## src/shared/fabric_csr_pkg.sv

```systemverilog
// shared constants, field layout and carrier types for the fabric register block
package fabric_csr_pkg;

    // ----------------------------------------------------------------
    // bus geometry
    // ----------------------------------------------------------------
    localparam int ADR_W = 12;
    localparam int DAT_W = 32;

    // ----------------------------------------------------------------
    // register byte offsets
    // ----------------------------------------------------------------
    localparam logic [11:0] OFS_ACCESS_CMD  = 12'h1e0;
    localparam logic [11:0] OFS_ACCESS_WORD = 12'h1e4;
    localparam logic [11:0] OFS_ADDR_HIGH   = 12'h1f0;
    localparam logic [11:0] OFS_ADDR_LOW    = 12'h1f4;
    localparam logic [11:0] OFS_WIN_FIRST   = 12'h200;
    localparam logic [11:0] OFS_WIN_LAST    = 12'h2dc;
    localparam int          WIN_ENTRIES     = 56;

    // ----------------------------------------------------------------
    // values after reset
    // ----------------------------------------------------------------
    localparam logic [15:0] RST_ADDR_HIGH   = 16'hffff;
    localparam logic [31:0] RST_ADDR_LOW    = 32'hff0f_8000;
    localparam logic [47:0] RST_PAUSE_ADDR  = {RST_ADDR_HIGH, RST_ADDR_LOW};
    localparam logic [31:0] RST_WIN_DATA    = 32'h0000_0000;
    localparam logic [31:0] RST_WORD        = 32'h0000_0000;
    localparam logic [15:0] RST_CMD_ADDR    = 16'h0000;
    localparam logic [3:0]  RST_CMD_LANES   = 4'h0;
    localparam logic [3:0]  ALL_LANES       = 4'hf;

    // ----------------------------------------------------------------
    // command register field positions
    // ----------------------------------------------------------------
    localparam int CMD_BUSY_BIT = 31;
    localparam int CMD_RNW_BIT  = 30;
    localparam int CMD_BE_LSB   = 16;
    localparam int CMD_ADDR_LSB = 0;

    // ----------------------------------------------------------------
    // serial eeprom locations of the pause source address
    // ----------------------------------------------------------------
    localparam logic [7:0] EE_FIRST_LOC = 8'h01;
    localparam int         ADDR_BYTES   = 6;

    // ----------------------------------------------------------------
    // direct window: fabric register per word, in window order
    // ----------------------------------------------------------------
    localparam logic [15:0] WIN_MAP [0:WIN_ENTRIES-1] = '{
        16'h0001, 16'h0004,
        16'h0401, 16'h0440, 16'h0441, 16'h0480,
        16'h0801, 16'h0840, 16'h0841, 16'h0880,
        16'h0c01, 16'h0c40, 16'h0c41, 16'h0c80,
        16'h1800, 16'h1801, 16'h1802, 16'h1809, 16'h180b, 16'h180c,
        16'h1811, 16'h1812, 16'h1840, 16'h1841, 16'h1842, 16'h1843,
        16'h1845, 16'h1846, 16'h1847, 16'h1848, 16'h1849, 16'h184a,
        16'h184b, 16'h184d, 16'h1855, 16'h1856, 16'h1857, 16'h1880,
        16'h1c00, 16'h1c01, 16'h1c02, 16'h1c03, 16'h1c04, 16'h1c09,
        16'h1c0a, 16'h1c0c, 16'h1c0d, 16'h1c0e, 16'h1c0f, 16'h1c10,
        16'h1c11, 16'h1c12, 16'h1c13, 16'h1c14, 16'h1c15, 16'h1c20
    };

    // ----------------------------------------------------------------
    // carriers
    // ----------------------------------------------------------------
    typedef struct packed {
        logic [15:0] addr;
        logic [3:0]  lanes;
        logic [31:0] data;
    } fab_req_t;

    typedef struct packed {
        logic [7:0] loc;
        logic [7:0] value;
    } ee_byte_t;

endpackage : fabric_csr_pkg

```

## src/verilog/fabric_csr_regs.sv

```systemverilog
// wishbone register bank: pause source address and direct fabric write window
//
// Our own choice: the Wishbone interface to the registers.
`timescale 1ns/1ps

// Notes on behaviour
// - high register bits 15:0 hold address 47:32, reset ffff; upper bits read zero
// - low register holds address 31:0, full width read/write, reset ff0f8000
// - loader fills both address registers at power-on when eeprom is programmed
// - eeprom bytes 01h..04h go to low register bytes 0..3
// - eeprom byte 05h to high bits 7:0, byte 06h to bits 15:8
// - host may overwrite address registers after init; new value used at once
// - first received address byte is low bits 7:0, sixth is high 15:8
// - writes to 200h..2dch are direct fabric writes; window is write-only
// - window write loads mapped address, all lanes, clears read flag, sets busy
// - busy clears only when the fabric write has completed
// - window never returns fabric read data
// - 200h maps to fabric 0001h, 204h to fabric 0004h
// - each port has four words: rx, tx, flow control, irq mask
// - window data is 32-bit write-only, reset zero, delivered to fabric
// - byte-lane selects 19:16 gate fabric bytes 3..0
// - command bits 15:0 carry the fabric target address
module fabric_csr_regs (
    input  wire logic                             clk_i,
    input  wire logic                             rst_i,
    // wishbone classic slave
    input  wire logic                             wb_cyc_i,
    input  wire logic                             wb_stb_i,
    input  wire logic                             wb_we_i,
    input  wire logic [fabric_csr_pkg::ADR_W-1:0] wb_adr_i,
    input  wire logic [3:0]                       wb_sel_i,
    input  wire logic [fabric_csr_pkg::DAT_W-1:0] wb_dat_i,
    output logic      [fabric_csr_pkg::DAT_W-1:0] wb_dat_o,
    output logic                                  wb_ack_o,
    // eeprom loader byte stream
    input  wire logic                             init_done_i,
    input  wire logic                             ee_valid_i,
    input  wire fabric_csr_pkg::ee_byte_t         ee_i,
    // pause frame source address to the fabric macs
    output logic      [47:0]                      pause_addr_o,
    // fabric register write port
    output logic                                  fab_valid_o,
    output fabric_csr_pkg::fab_req_t              fab_req_o,
    input  wire logic                             fab_done_i
);
    import fabric_csr_pkg::*;

    // ----------------------------------------------------------------
    // state
    // ----------------------------------------------------------------
    logic [7:0]       addr_byte_q [0:ADDR_BYTES-1];
    logic [15:0]      cmd_addr_q;
    logic [3:0]       cmd_lanes_q;
    logic             cmd_rnw_q;
    logic             busy_q;
    logic [31:0]      word_q;
    logic             fab_valid_q;
    fab_req_t         fab_req_q;
    logic             ack_q;
    logic [31:0]      dat_q;

    // ----------------------------------------------------------------
    // bus request decode
    // ----------------------------------------------------------------
    // one request per classic cycle: a new request is held off while ack is high,
    // so a held strobe never counts twice
    wire logic        req;
    wire logic        wr;
    wire logic        rd;
    wire logic        sel_high;
    wire logic        sel_low;
    wire logic        sel_cmd;
    wire logic        sel_word;
    wire logic        win_hit;
    wire logic        win_mapped;
    wire logic [15:0] win_fab_addr;

    assign req      = wb_cyc_i && wb_stb_i && !ack_q;
    assign wr       = req && wb_we_i;
    assign rd       = req && !wb_we_i;
    assign sel_high = (wb_adr_i == OFS_ADDR_HIGH);
    assign sel_low  = (wb_adr_i == OFS_ADDR_LOW);
    assign sel_cmd  = (wb_adr_i == OFS_ACCESS_CMD);
    assign sel_word = (wb_adr_i == OFS_ACCESS_WORD);

    // window translation lives in its own table module
    fabric_direct_map u_map (
        .offset_i      (wb_adr_i),
        .in_window_o   (win_hit),
        .mapped_o      (win_mapped),
        .fabric_addr_o (win_fab_addr)
    );

    // ----------------------------------------------------------------
    // write qualification
    // ----------------------------------------------------------------
    // address registers stay with the loader until init has finished
    wire logic        host_addr_ok;
    wire logic        win_start;
    wire logic        cmd_wr;
    wire logic        cmd_start;
    wire logic        word_wr;
    wire logic        fab_finish;

    assign host_addr_ok = init_done_i;
    // a pending fabric write is never disturbed; unmapped words do nothing
    assign win_start    = wr && win_mapped && !busy_q;
    assign cmd_wr       = wr && sel_cmd && !busy_q;
    assign cmd_start    = cmd_wr && wb_dat_i[CMD_BUSY_BIT] && !wb_dat_i[CMD_RNW_BIT];
    assign word_wr      = wr && sel_word && !busy_q;
    assign fab_finish   = busy_q && fab_done_i;

    // ----------------------------------------------------------------
    // pause source address bytes
    // ----------------------------------------------------------------
    // byte k is received k-th on the wire; bytes 0..3 sit in the low
    // register, 4..5 in the high register, eeprom location 1+k feeds it
    genvar k;
    generate
        for (k = 0; k < ADDR_BYTES; k++) begin : g_addr_byte
            localparam int         LANE = k % 4;
            localparam logic [7:0] LOC  = EE_FIRST_LOC + 8'(k);
            wire logic             reg_sel;
            wire logic             host_wr;
            wire logic             ee_wr;

            assign reg_sel = (k < 4) ? sel_low : sel_high;
            assign host_wr = wr && reg_sel && wb_sel_i[LANE] && host_addr_ok;
            assign ee_wr   = ee_valid_i && !init_done_i && (ee_i.loc == LOC);

            // host after init, loader before; the two never overlap
            always_ff @(posedge clk_i) begin
                if (rst_i) begin
                    addr_byte_q[k] <= RST_PAUSE_ADDR[8*k +: 8];
                end else if (host_wr) begin
                    addr_byte_q[k] <= wb_dat_i[8*LANE +: 8];
                end else if (ee_wr) begin
                    addr_byte_q[k] <= ee_i.value;
                end
            end
        end
    endgenerate

    // ----------------------------------------------------------------
    // command register: target address, lanes, read flag, busy
    // ----------------------------------------------------------------
    // window write overrides whatever software left in the command fields
    always_ff @(posedge clk_i) begin
        if (rst_i) begin
            cmd_addr_q  <= RST_CMD_ADDR;
            cmd_lanes_q <= RST_CMD_LANES;
            cmd_rnw_q   <= 1'b0;
        end else if (win_start) begin
            cmd_addr_q  <= win_fab_addr;
            cmd_lanes_q <= ALL_LANES;
            cmd_rnw_q   <= 1'b0;
        end else if (cmd_wr) begin
            cmd_addr_q  <= wb_dat_i[CMD_ADDR_LSB +: 16];
            cmd_lanes_q <= wb_dat_i[CMD_BE_LSB +: 4];
            cmd_rnw_q   <= wb_dat_i[CMD_RNW_BIT];
        end
    end

    // busy: starts are refused while set, so set and clear never collide
    always_ff @(posedge clk_i) begin
        if (rst_i) begin
            busy_q <= 1'b0;
        end else if (win_start || cmd_start) begin
            busy_q <= 1'b1;
        end else if (fab_finish) begin
            busy_q <= 1'b0;
        end
    end

    // ----------------------------------------------------------------
    // data holding registers
    // ----------------------------------------------------------------
    // indirect write word, used by command-register started writes
    always_ff @(posedge clk_i) begin
        if (rst_i) begin
            word_q <= RST_WORD;
        end else if (word_wr) begin
            word_q <= wb_dat_i;
        end
    end

    // ----------------------------------------------------------------
    // fabric write request
    // ----------------------------------------------------------------
    // request is a level that stands until the fabric reports done;
    // the lane selects travel with it so the fabric skips clear bytes
    always_ff @(posedge clk_i) begin
        if (rst_i) begin
            fab_valid_q <= 1'b0;
            fab_req_q   <= '{addr: RST_CMD_ADDR, lanes: RST_CMD_LANES, data: RST_WIN_DATA};
        end else if (win_start) begin
            fab_valid_q <= 1'b1;
            fab_req_q   <= '{addr: win_fab_addr, lanes: ALL_LANES, data: wb_dat_i};
        end else if (cmd_start) begin
            fab_valid_q <= 1'b1;
            fab_req_q   <= '{addr:  wb_dat_i[CMD_ADDR_LSB +: 16],
                             lanes: wb_dat_i[CMD_BE_LSB +: 4],
                             data:  word_q};
        end else if (fab_finish) begin
            fab_valid_q <= 1'b0;
        end
    end

    // ----------------------------------------------------------------
    // read data selection
    // ----------------------------------------------------------------
    // window and unknown offsets read as zero; the window has no read
    // path, and a command with the read flag set starts no fabric access
    wire logic [31:0] high_word;
    wire logic [31:0] low_word;
    wire logic [31:0] cmd_word;
    wire logic [31:0] rd_data;

    assign high_word = {16'h0000, addr_byte_q[5], addr_byte_q[4]};
    assign low_word  = {addr_byte_q[3], addr_byte_q[2], addr_byte_q[1], addr_byte_q[0]};
    assign cmd_word  = {busy_q, cmd_rnw_q, 10'h000, cmd_lanes_q, cmd_addr_q};
    assign rd_data   = sel_high ? high_word :
                       sel_low  ? low_word  :
                       sel_cmd  ? cmd_word  :
                       sel_word ? word_q    :
                                  32'h0000_0000;

    // ----------------------------------------------------------------
    // bus answer
    // ----------------------------------------------------------------
    // every request is acked one cycle after it is taken, unmapped ones
    // too, so a stray access can never hang the master
    always_ff @(posedge clk_i) begin
        if (rst_i) begin
            ack_q <= 1'b0;
            dat_q <= 32'h0000_0000;
        end else begin
            ack_q <= req;
            dat_q <= rd ? rd_data : 32'h0000_0000;
        end
    end

    // ----------------------------------------------------------------
    // outputs, all straight from flip-flops
    // ----------------------------------------------------------------
    assign wb_ack_o     = ack_q;
    assign wb_dat_o     = dat_q;
    assign fab_valid_o  = fab_valid_q;
    assign fab_req_o    = fab_req_q;
    assign pause_addr_o = {addr_byte_q[5], addr_byte_q[4], addr_byte_q[3],
                           addr_byte_q[2], addr_byte_q[1], addr_byte_q[0]};

endmodule : fabric_csr_regs

```

## src/verilog/fabric_direct_map.sv

```systemverilog
// window offset to fabric register translation
`timescale 1ns/1ps

module fabric_direct_map (
    input  wire logic [fabric_csr_pkg::ADR_W-1:0] offset_i,
    output wire logic                             in_window_o,
    output wire logic                             mapped_o,
    output wire logic [15:0]                      fabric_addr_o
);
    import fabric_csr_pkg::*;

    // ----------------------------------------------------------------
    // window decode
    // ----------------------------------------------------------------
    // word index inside the window; only meaningful while in range
    wire logic [ADR_W-1:0] rel;
    wire logic [5:0]       index;
    wire logic             aligned;

    assign rel         = offset_i - OFS_WIN_FIRST;
    assign index       = rel[7:2];
    assign aligned     = (offset_i[1:0] == 2'b00);
    assign in_window_o = (offset_i >= OFS_WIN_FIRST) && (offset_i <= OFS_WIN_LAST);

    // misaligned or beyond-table words have no entry
    assign mapped_o      = in_window_o && aligned && (32'(index) < WIN_ENTRIES);
    assign fabric_addr_o = mapped_o ? WIN_MAP[index] : 16'h0000;

endmodule : fabric_direct_map
```

## config.mk

```make
export PLATFORM = sky130hd
export DESIGN_NAME = fabric_csr_regs
export DESIGN_NICKNAME = d
export VERILOG_FILES = /design/src/shared/fabric_csr_pkg.sv /design/src/verilog/fabric_csr_regs.sv /design/src/verilog/fabric_direct_map.sv
export SDC_FILE = /design/constraint.sdc
export NUM_CORES = 1
export LEC_CHECK = 0
export ABC_AREA = 1
export BUFFER_PORTS_ARGS = -buffer_cell sky130_fd_sc_hd__buf_2
export CAP_MARGIN = 20
export CORE_MARGIN = 2
export CORE_UTILIZATION = 25
export CTS_CLUSTER_DIAMETER = 40
export CTS_CLUSTER_SIZE = 16
export DETAILED_ROUTE_END_ITERATION = 12
export PLACE_DENSITY = 0.49
export SYNTH_ARGS = -nofsm -noshare
export SYNTH_HDL_FRONTEND = slang
export SYNTH_SLANG_ARGS = --single-unit
```

## constraint.sdc

```tcl
create_clock -name clk_i -period 2.15 [get_ports clk_i]
set_input_delay 0.215 -clock clk_i [delete_from_list [all_inputs] [get_ports clk_i]]
set_output_delay 0.215 -clock clk_i [all_outputs]
set_load 0.01 [all_outputs]
```

* Word level (Yosys, flattened, before mapping)
Memories as Yosys holds them, arrays and structs flattened.
Index checks and enable logic that the tools add are counted.
** Word-level totals
- Logic and storage cells :: 167
- Memory bits (writable) :: 48
- Memories :: 2
- Bits in read-only memories :: 1024
- Register bits :: 140
- Output and inout port bits :: 134
** Operators by class
- Magnitude comparators :: 4
- Mux-type cells :: 73
- Reductions and logical operators :: 51
- $add $sub $neg :: 1
- Equality and inequality tests :: 10
- Bitwise logic cells :: 14
** Memories
- (no name shown) :: words 64, width 16, read ports 1, clocked after Yosys merged registers in 0, write ports 0, line fabric_direct_map.sv:27 : assign fabric_addr_o = mapped_o ? WIN_MAP[index] : 16'h0000;
- addr_byte_q :: words 6, width 8, read ports 6, clocked after Yosys merged registers in 0, write ports 6, line fabric_csr_regs.sv:51 : logic [7:0] addr_byte_q [0:ADDR_BYTES-1];
** Operators by type and width (count)
- 2-to-1 mux 52 bit :: 2
- 2-to-1 mux 16 bit :: 6
- 2-to-1 mux 32 bit :: 3
- 2-to-1 mux 8 bit :: 12
- equality test 12 x 9 -> 1 bit (second input constant) :: 4
- 2-to-1 mux 1 bit :: 48
- logical AND 1 bit :: 37
- equality test 8 x 3 -> 1 bit (second input constant) :: 3
- equality test 8 x 2 -> 1 bit (second input constant) :: 2
- >= comparator 12 x 10 -> 1 bit (second input constant) :: 1
- less-or-equal comparator 12 x 10 -> 1 bit (second input constant) :: 1
- bitwise OR 1 bit :: 12
- equality test 8 x 1 -> 1 bit (second input constant) :: 1
- 2-to-1 mux 4 bit :: 2
- subtractor 8 x 1 -> 8 bit (second input constant) :: 1
- >= comparator 7 bit (second input constant) :: 1
- inverter 6 -> 7 bit :: 1
- less-than comparator 6 bit (second input constant) :: 1
- nonzero test 2 bit :: 3
- logical NOT 1 bit :: 5
- OR reduction 2 bit :: 2
- nonzero test 3 bit :: 1
- OR reduction 3 bit :: 1
- logical NOT 2 bit :: 1
- 2 further kinds :: 2

* Longest topological paths before layout
- Depth after elaboration :: 11
- Mapped depth :: 14

* By module
A second synthesis with hierarchy kept.
** Second synthesis, totals
- Cell total of the unflattened synthesis :: 1348
- Area total of the unflattened synthesis :: 9585.4 sq um
** By module, submodules not included
- fabric_csr_regs :: instances 1, area each 8832.2 sq um, cells an instance 1209, sequential area each 4224.1 sq um
- fabric_direct_map :: instances 1, area each 753.2 sq um, cells an instance 139, sequential area each 0.0 sq um

* Worst setup path before layout
No wires, ideal clock.
- Path kind :: input port to flip-flop
- Start :: in wb_adr_i[6] in the netlist's numbering
- End :: mem addr_byte_q[1][2] (netlist: addr_byte_q[0][10]), enable pin
- Path slack :: 0.177 ns
- Stages on the path :: 7
- Data arrival time :: 1.589 ns
- Cells stage by stage :: buf_4 nand2_2 nor2_2 nand2_1 nor2_1 nand3_1 o21ai_0
** RTL lines
- start: declaration :: line fabric_csr_regs.sv:30 : input wire logic [fabric_csr_pkg::ADR_W-1:0] wb_adr_i,
- end: declaration :: line fabric_csr_regs.sv:51

* Worst setup path after layout
- Start :: reg ack_q (netlist: wb_ack_o)
- End :: reg dat_q[5] (netlist: wb_dat_o[5])
** Between the ends
- Word-level cells in the longest chain between the ends :: 5
** RTL lines
- start: declaration :: line fabric_csr_regs.sv:59 : logic ack_q;
- start signal: assignment :: line fabric_csr_regs.sv:238 : ack_q <= req;
- logical NOT 1 bit :: line fabric_csr_regs.sv:78 : assign req = wb_cyc_i && wb_stb_i && !ack_q;
- logical AND 1 bit :: line fabric_csr_regs.sv:78
- logical AND 1 bit :: line fabric_csr_regs.sv:80 : assign rd = req && !wb_we_i;
- inverter 1 bit (no line)
- OR reduction 2 bit (no line)
- end signal: assignment :: line fabric_csr_regs.sv:239 : dat_q <= rd ? rd_data : 32'h0000_0000;
- end: declaration :: line fabric_csr_regs.sv:60 : logic [31:0] dat_q;
Every way passes these cells.
A chain may end at the register's enable or synchronous reset.

==> results.toml <==
[clock_tree]
cts_tree = "done"
cts_root_buf = "clkbuf_16"
ctsResizeCount = 0
cts.hold.buffers_added = 0
path_clk_slew_ns = 0.07
cts.sink_count = 187
cts-buffers-inserted = 17
htree_levels = 4
clockBufferDepth = 2
worstSkewPairLatency_ns = 0.44
postCtsSetupRepairBufs = 0

[status]
status = "completed"

[power_and_ir_drop]
p_seq_frac = 0.485
max-vdd-ir-drop_v = 0.000532
p_int_mw = 5.76
p_clk_frac = 0.446
comb_power_share = 0.069
power_leakage_nw = 5.62
p_sw_mw = 1.76
switching_share = 0.234
power_density_nw_per_um2 = 653

[yosys]
synth_commonest_cells = "nand2_1 (336), nor2_1 (180), o21ai_0 (154)"
yosys.area.top_type = "dfxtp_1"
async_flop_share = 0
synthFlopType = "dfxtp_1"
yosysMostFrequentCell = "nand2_1"
ys_seq_elements = 187
seq_area_frac_synth = 0.462
syn_area_um2 = 9140
synthTopCellsByArea = "dfxtp_1 (30%), edfxtp_1 (16%), nand2_1 (14%)"
synth_top_family_by_area = "simple AND/OR/NAND/NOR gates"
avgSynthCellArea_um2 = 7.18
synthAdderAreaFrac = 0.0123
synthCells = 1273
synth-xor-area-share = 0
synth_compound_area_frac = 0.140
synth_edf_count = 48
synth_cell_types = 34
synthesis.nets = 1354
synth_mux_area_frac = 0
synth-simple-area-share = 0.285
yosys.area.top_type_share = 0.304
yosysWarningCount = 0

[job]
cap_viol_max_count = 0

[drt]
via_count = 8712
drtIter0Drc = 671
viasPerCell = 4.43
drc = 0
ant_nets = 0
routed_wl_mm = 32.9
wl_per_cell_um = 16.7
firstDrtPassIters = 5

[floorplanning]
die_w_um = 195
start_util = 0.251
rows = 70
core_area_um2 = 36300
die_y_um = 195
die-area_um2 = 38100
ios = 206

[grt]
grt_pass1_wl_mm = 50.2
overflow = 0
grt_max_degree = 50
grt_pass1_vias = 8241
grtUsageTotal = 0.172
antenna_found_initial = 4

[timing]
final-max-slew-violation-count = 0
skew_ns = 0.0101
fin_crit_sh = 0.940
rsz0062_at_grt = "no"
tightest_slew_ns = 0.534
period_minus_slack_ns = 2.02
setup_ws_ns = 0.128
hold_violations = 0
fin_setup_tns_ns = 0
setup_viol = 0
max_freq_mhz = 495
slew_headroom = 0.641

[setup_path]
r2r_cells = 10
cpMostUsedCell = "inv_1"
crit_start = "wb_ack_o$_SDFF_PP0_"
path_max_fanout = 17
cp_data_arrival_time_ns = 2.40
critPathBufInv = 4
timing.rr.end = "wb_dat_o[5]$_SDFF_PP0_"
cp.depth = 10
timing.rr.start = "wb_ack_o$_SDFF_PP0_"
critical-path-max-stage-delay_ns = 0.38
crit_slowest_cell = "nor2_4"
path_cells = "inv_1 > nand3_1 > nor3_1 > inv_1 > nor2_4 > inv_1 > buf_12 > nor2_1 > nand2_1 > nand2_1"
r2r_slack_ns = 0.13
start_kind = "flip-flop"
cp-endpoint = "wb_dat_o[5]$_SDFF_PP0_"
cp-end-kind = "flip-flop"
crit_family = "simple AND/OR/NAND/NOR gates"
worstPathRequired_ns = 2.53
critPathKind = "flip-flop to flip-flop"

[final_layout]
area_growth_pct = 26.0
fill_cells = 3916
final_util = 0.317
fin_nets = 1566
finalNonFillerCells = 1968
drive_gt1_frac = 0.212

[min_path]
min_path_type = "input port to flip-flop"

[place]
port_buffers = 205
place_hpwl_mm = 26.3
dpl.cell_count = 1934
place_congestion = 0.867
place_ws_ns = -0.0350
power by group through the flow:
stage               registers [mW]  logic [mW]  clock network, mW
CTS                           3.64       0.522               3.43
finish                        3.65       0.521               3.35
global route                  3.65       0.573               3.56
global placement              3.73       0.520                  0
detailed placement            3.73       0.520                  0
floorplan                     3.73       0.236                  0
layer usage:
| metal | wire length (um) | track usage |
|---|---|---|
| met2 | 13200 | 0.240 |
| met1 | 16700 | 0.253 |
| met5 | 23 | 0 |
| met4 | 760 | 0.0568 |
| met3 | 2160 | 0.0459 |
cell usage in the layout (no fill, tap or decap), drive strengths merged:
| master | n |
|---|---|
| nand3b | 1 |
| ha | 9 |
| clkinv | 5 |
| nor2 | 192 |
| inv | 145 |
| o21bai | 1 |
| clkbuf | 22 |
| o21ai | 158 |
| a211oi | 2 |
| buf | 254 |
| edfxtp | 48 |
| nand4 | 5 |
| a21oi | 82 |
| nor3 | 8 |
| clkinvlp | 1 |
| dfxtp | 139 |
| diode | 2 |
| bufinv | 3 |
| or2 | 1 |
| o211ai | 1 |
| a31oi | 8 |
| nand3 | 73 |
| nand2 | 340 |
worst min path at each step:
stage	from	to	slack, ns	cells past startpoint
floorplan	wb_dat_i[20]	word_q[20]$_SDFFE_PP0P_	0.36	2
global placement	fab_req_o[32]$_SDFFE_PP0P_	fab_req_o[32]$_SDFFE_PP0P_	0.45	2
detailed placement	fab_req_o[32]$_SDFFE_PP0P_	fab_req_o[32]$_SDFFE_PP0P_	0.45	2
CTS	wb_dat_i[20]	word_q[20]$_SDFFE_PP0P_	0.04	3
global route	wb_dat_i[20]	word_q[20]$_SDFFE_PP0P_	0.06	3
finish	wb_dat_i[20]	word_q[20]$_SDFFE_PP0P_	0.07	3
cell families (layout without fill, tap and decap cells):
| group | Yosys count | after routing |
|---|---|---|
| simple gates | 620 | 620 |
| compound gates | 252 | 252 |
| buf+inv | 205 | 430 |
| flops | 187 | 187 |
| fa+ha+maj | 9 | 9 |
| other cells | 0 | 2 |
flip-flops by register name, summed over array words and instances (netlist names):
register	cells
fab_req_o	52
addr_byte_q	48
wb_dat_o	32
word_q	32
cmd_addr_q	16
cmd_lanes_q	4
busy_q	1
cmd_rnw_q	1
wb_ack_o	1
metrics by stage:
stage	area (um2)	hold WS (ns)	total power, mW
floorplan	9140	0.358	3.97
global placement	10900	0.446	4.25
detailed placement	10900	0.454	4.25
CTS	11500	0.0443	7.60
global route	11500	0.0640	7.78
finish	11500	0.0674	7.52
worst reg2reg max path: stages, from the launching register on:
cell	delay, ns
dfxtp_1	0.31
inv_1	0.07
nand3_1	0.10
nor3_1	0.34
inv_1	0.22
nor2_4	0.39
inv_1	0.14
buf_12	0.17
nor2_1	0.10
nand2_1	0.06
nand2_1	0.06
area by class of cell:
class                   instances  area (um2)  share of cell area
repair buffers                254        1530               0.133
inverters                     144         546              0.0474
diodes                          2        5.00            0.000435
clock buffers                  22         485              0.0422
clock inverters                10         135              0.0117
flip-flops and latches        187        4220               0.367
well taps                     468         586              0.0508
multi-input cells             881        4000               0.348
(Power assumes the default switching activity.)
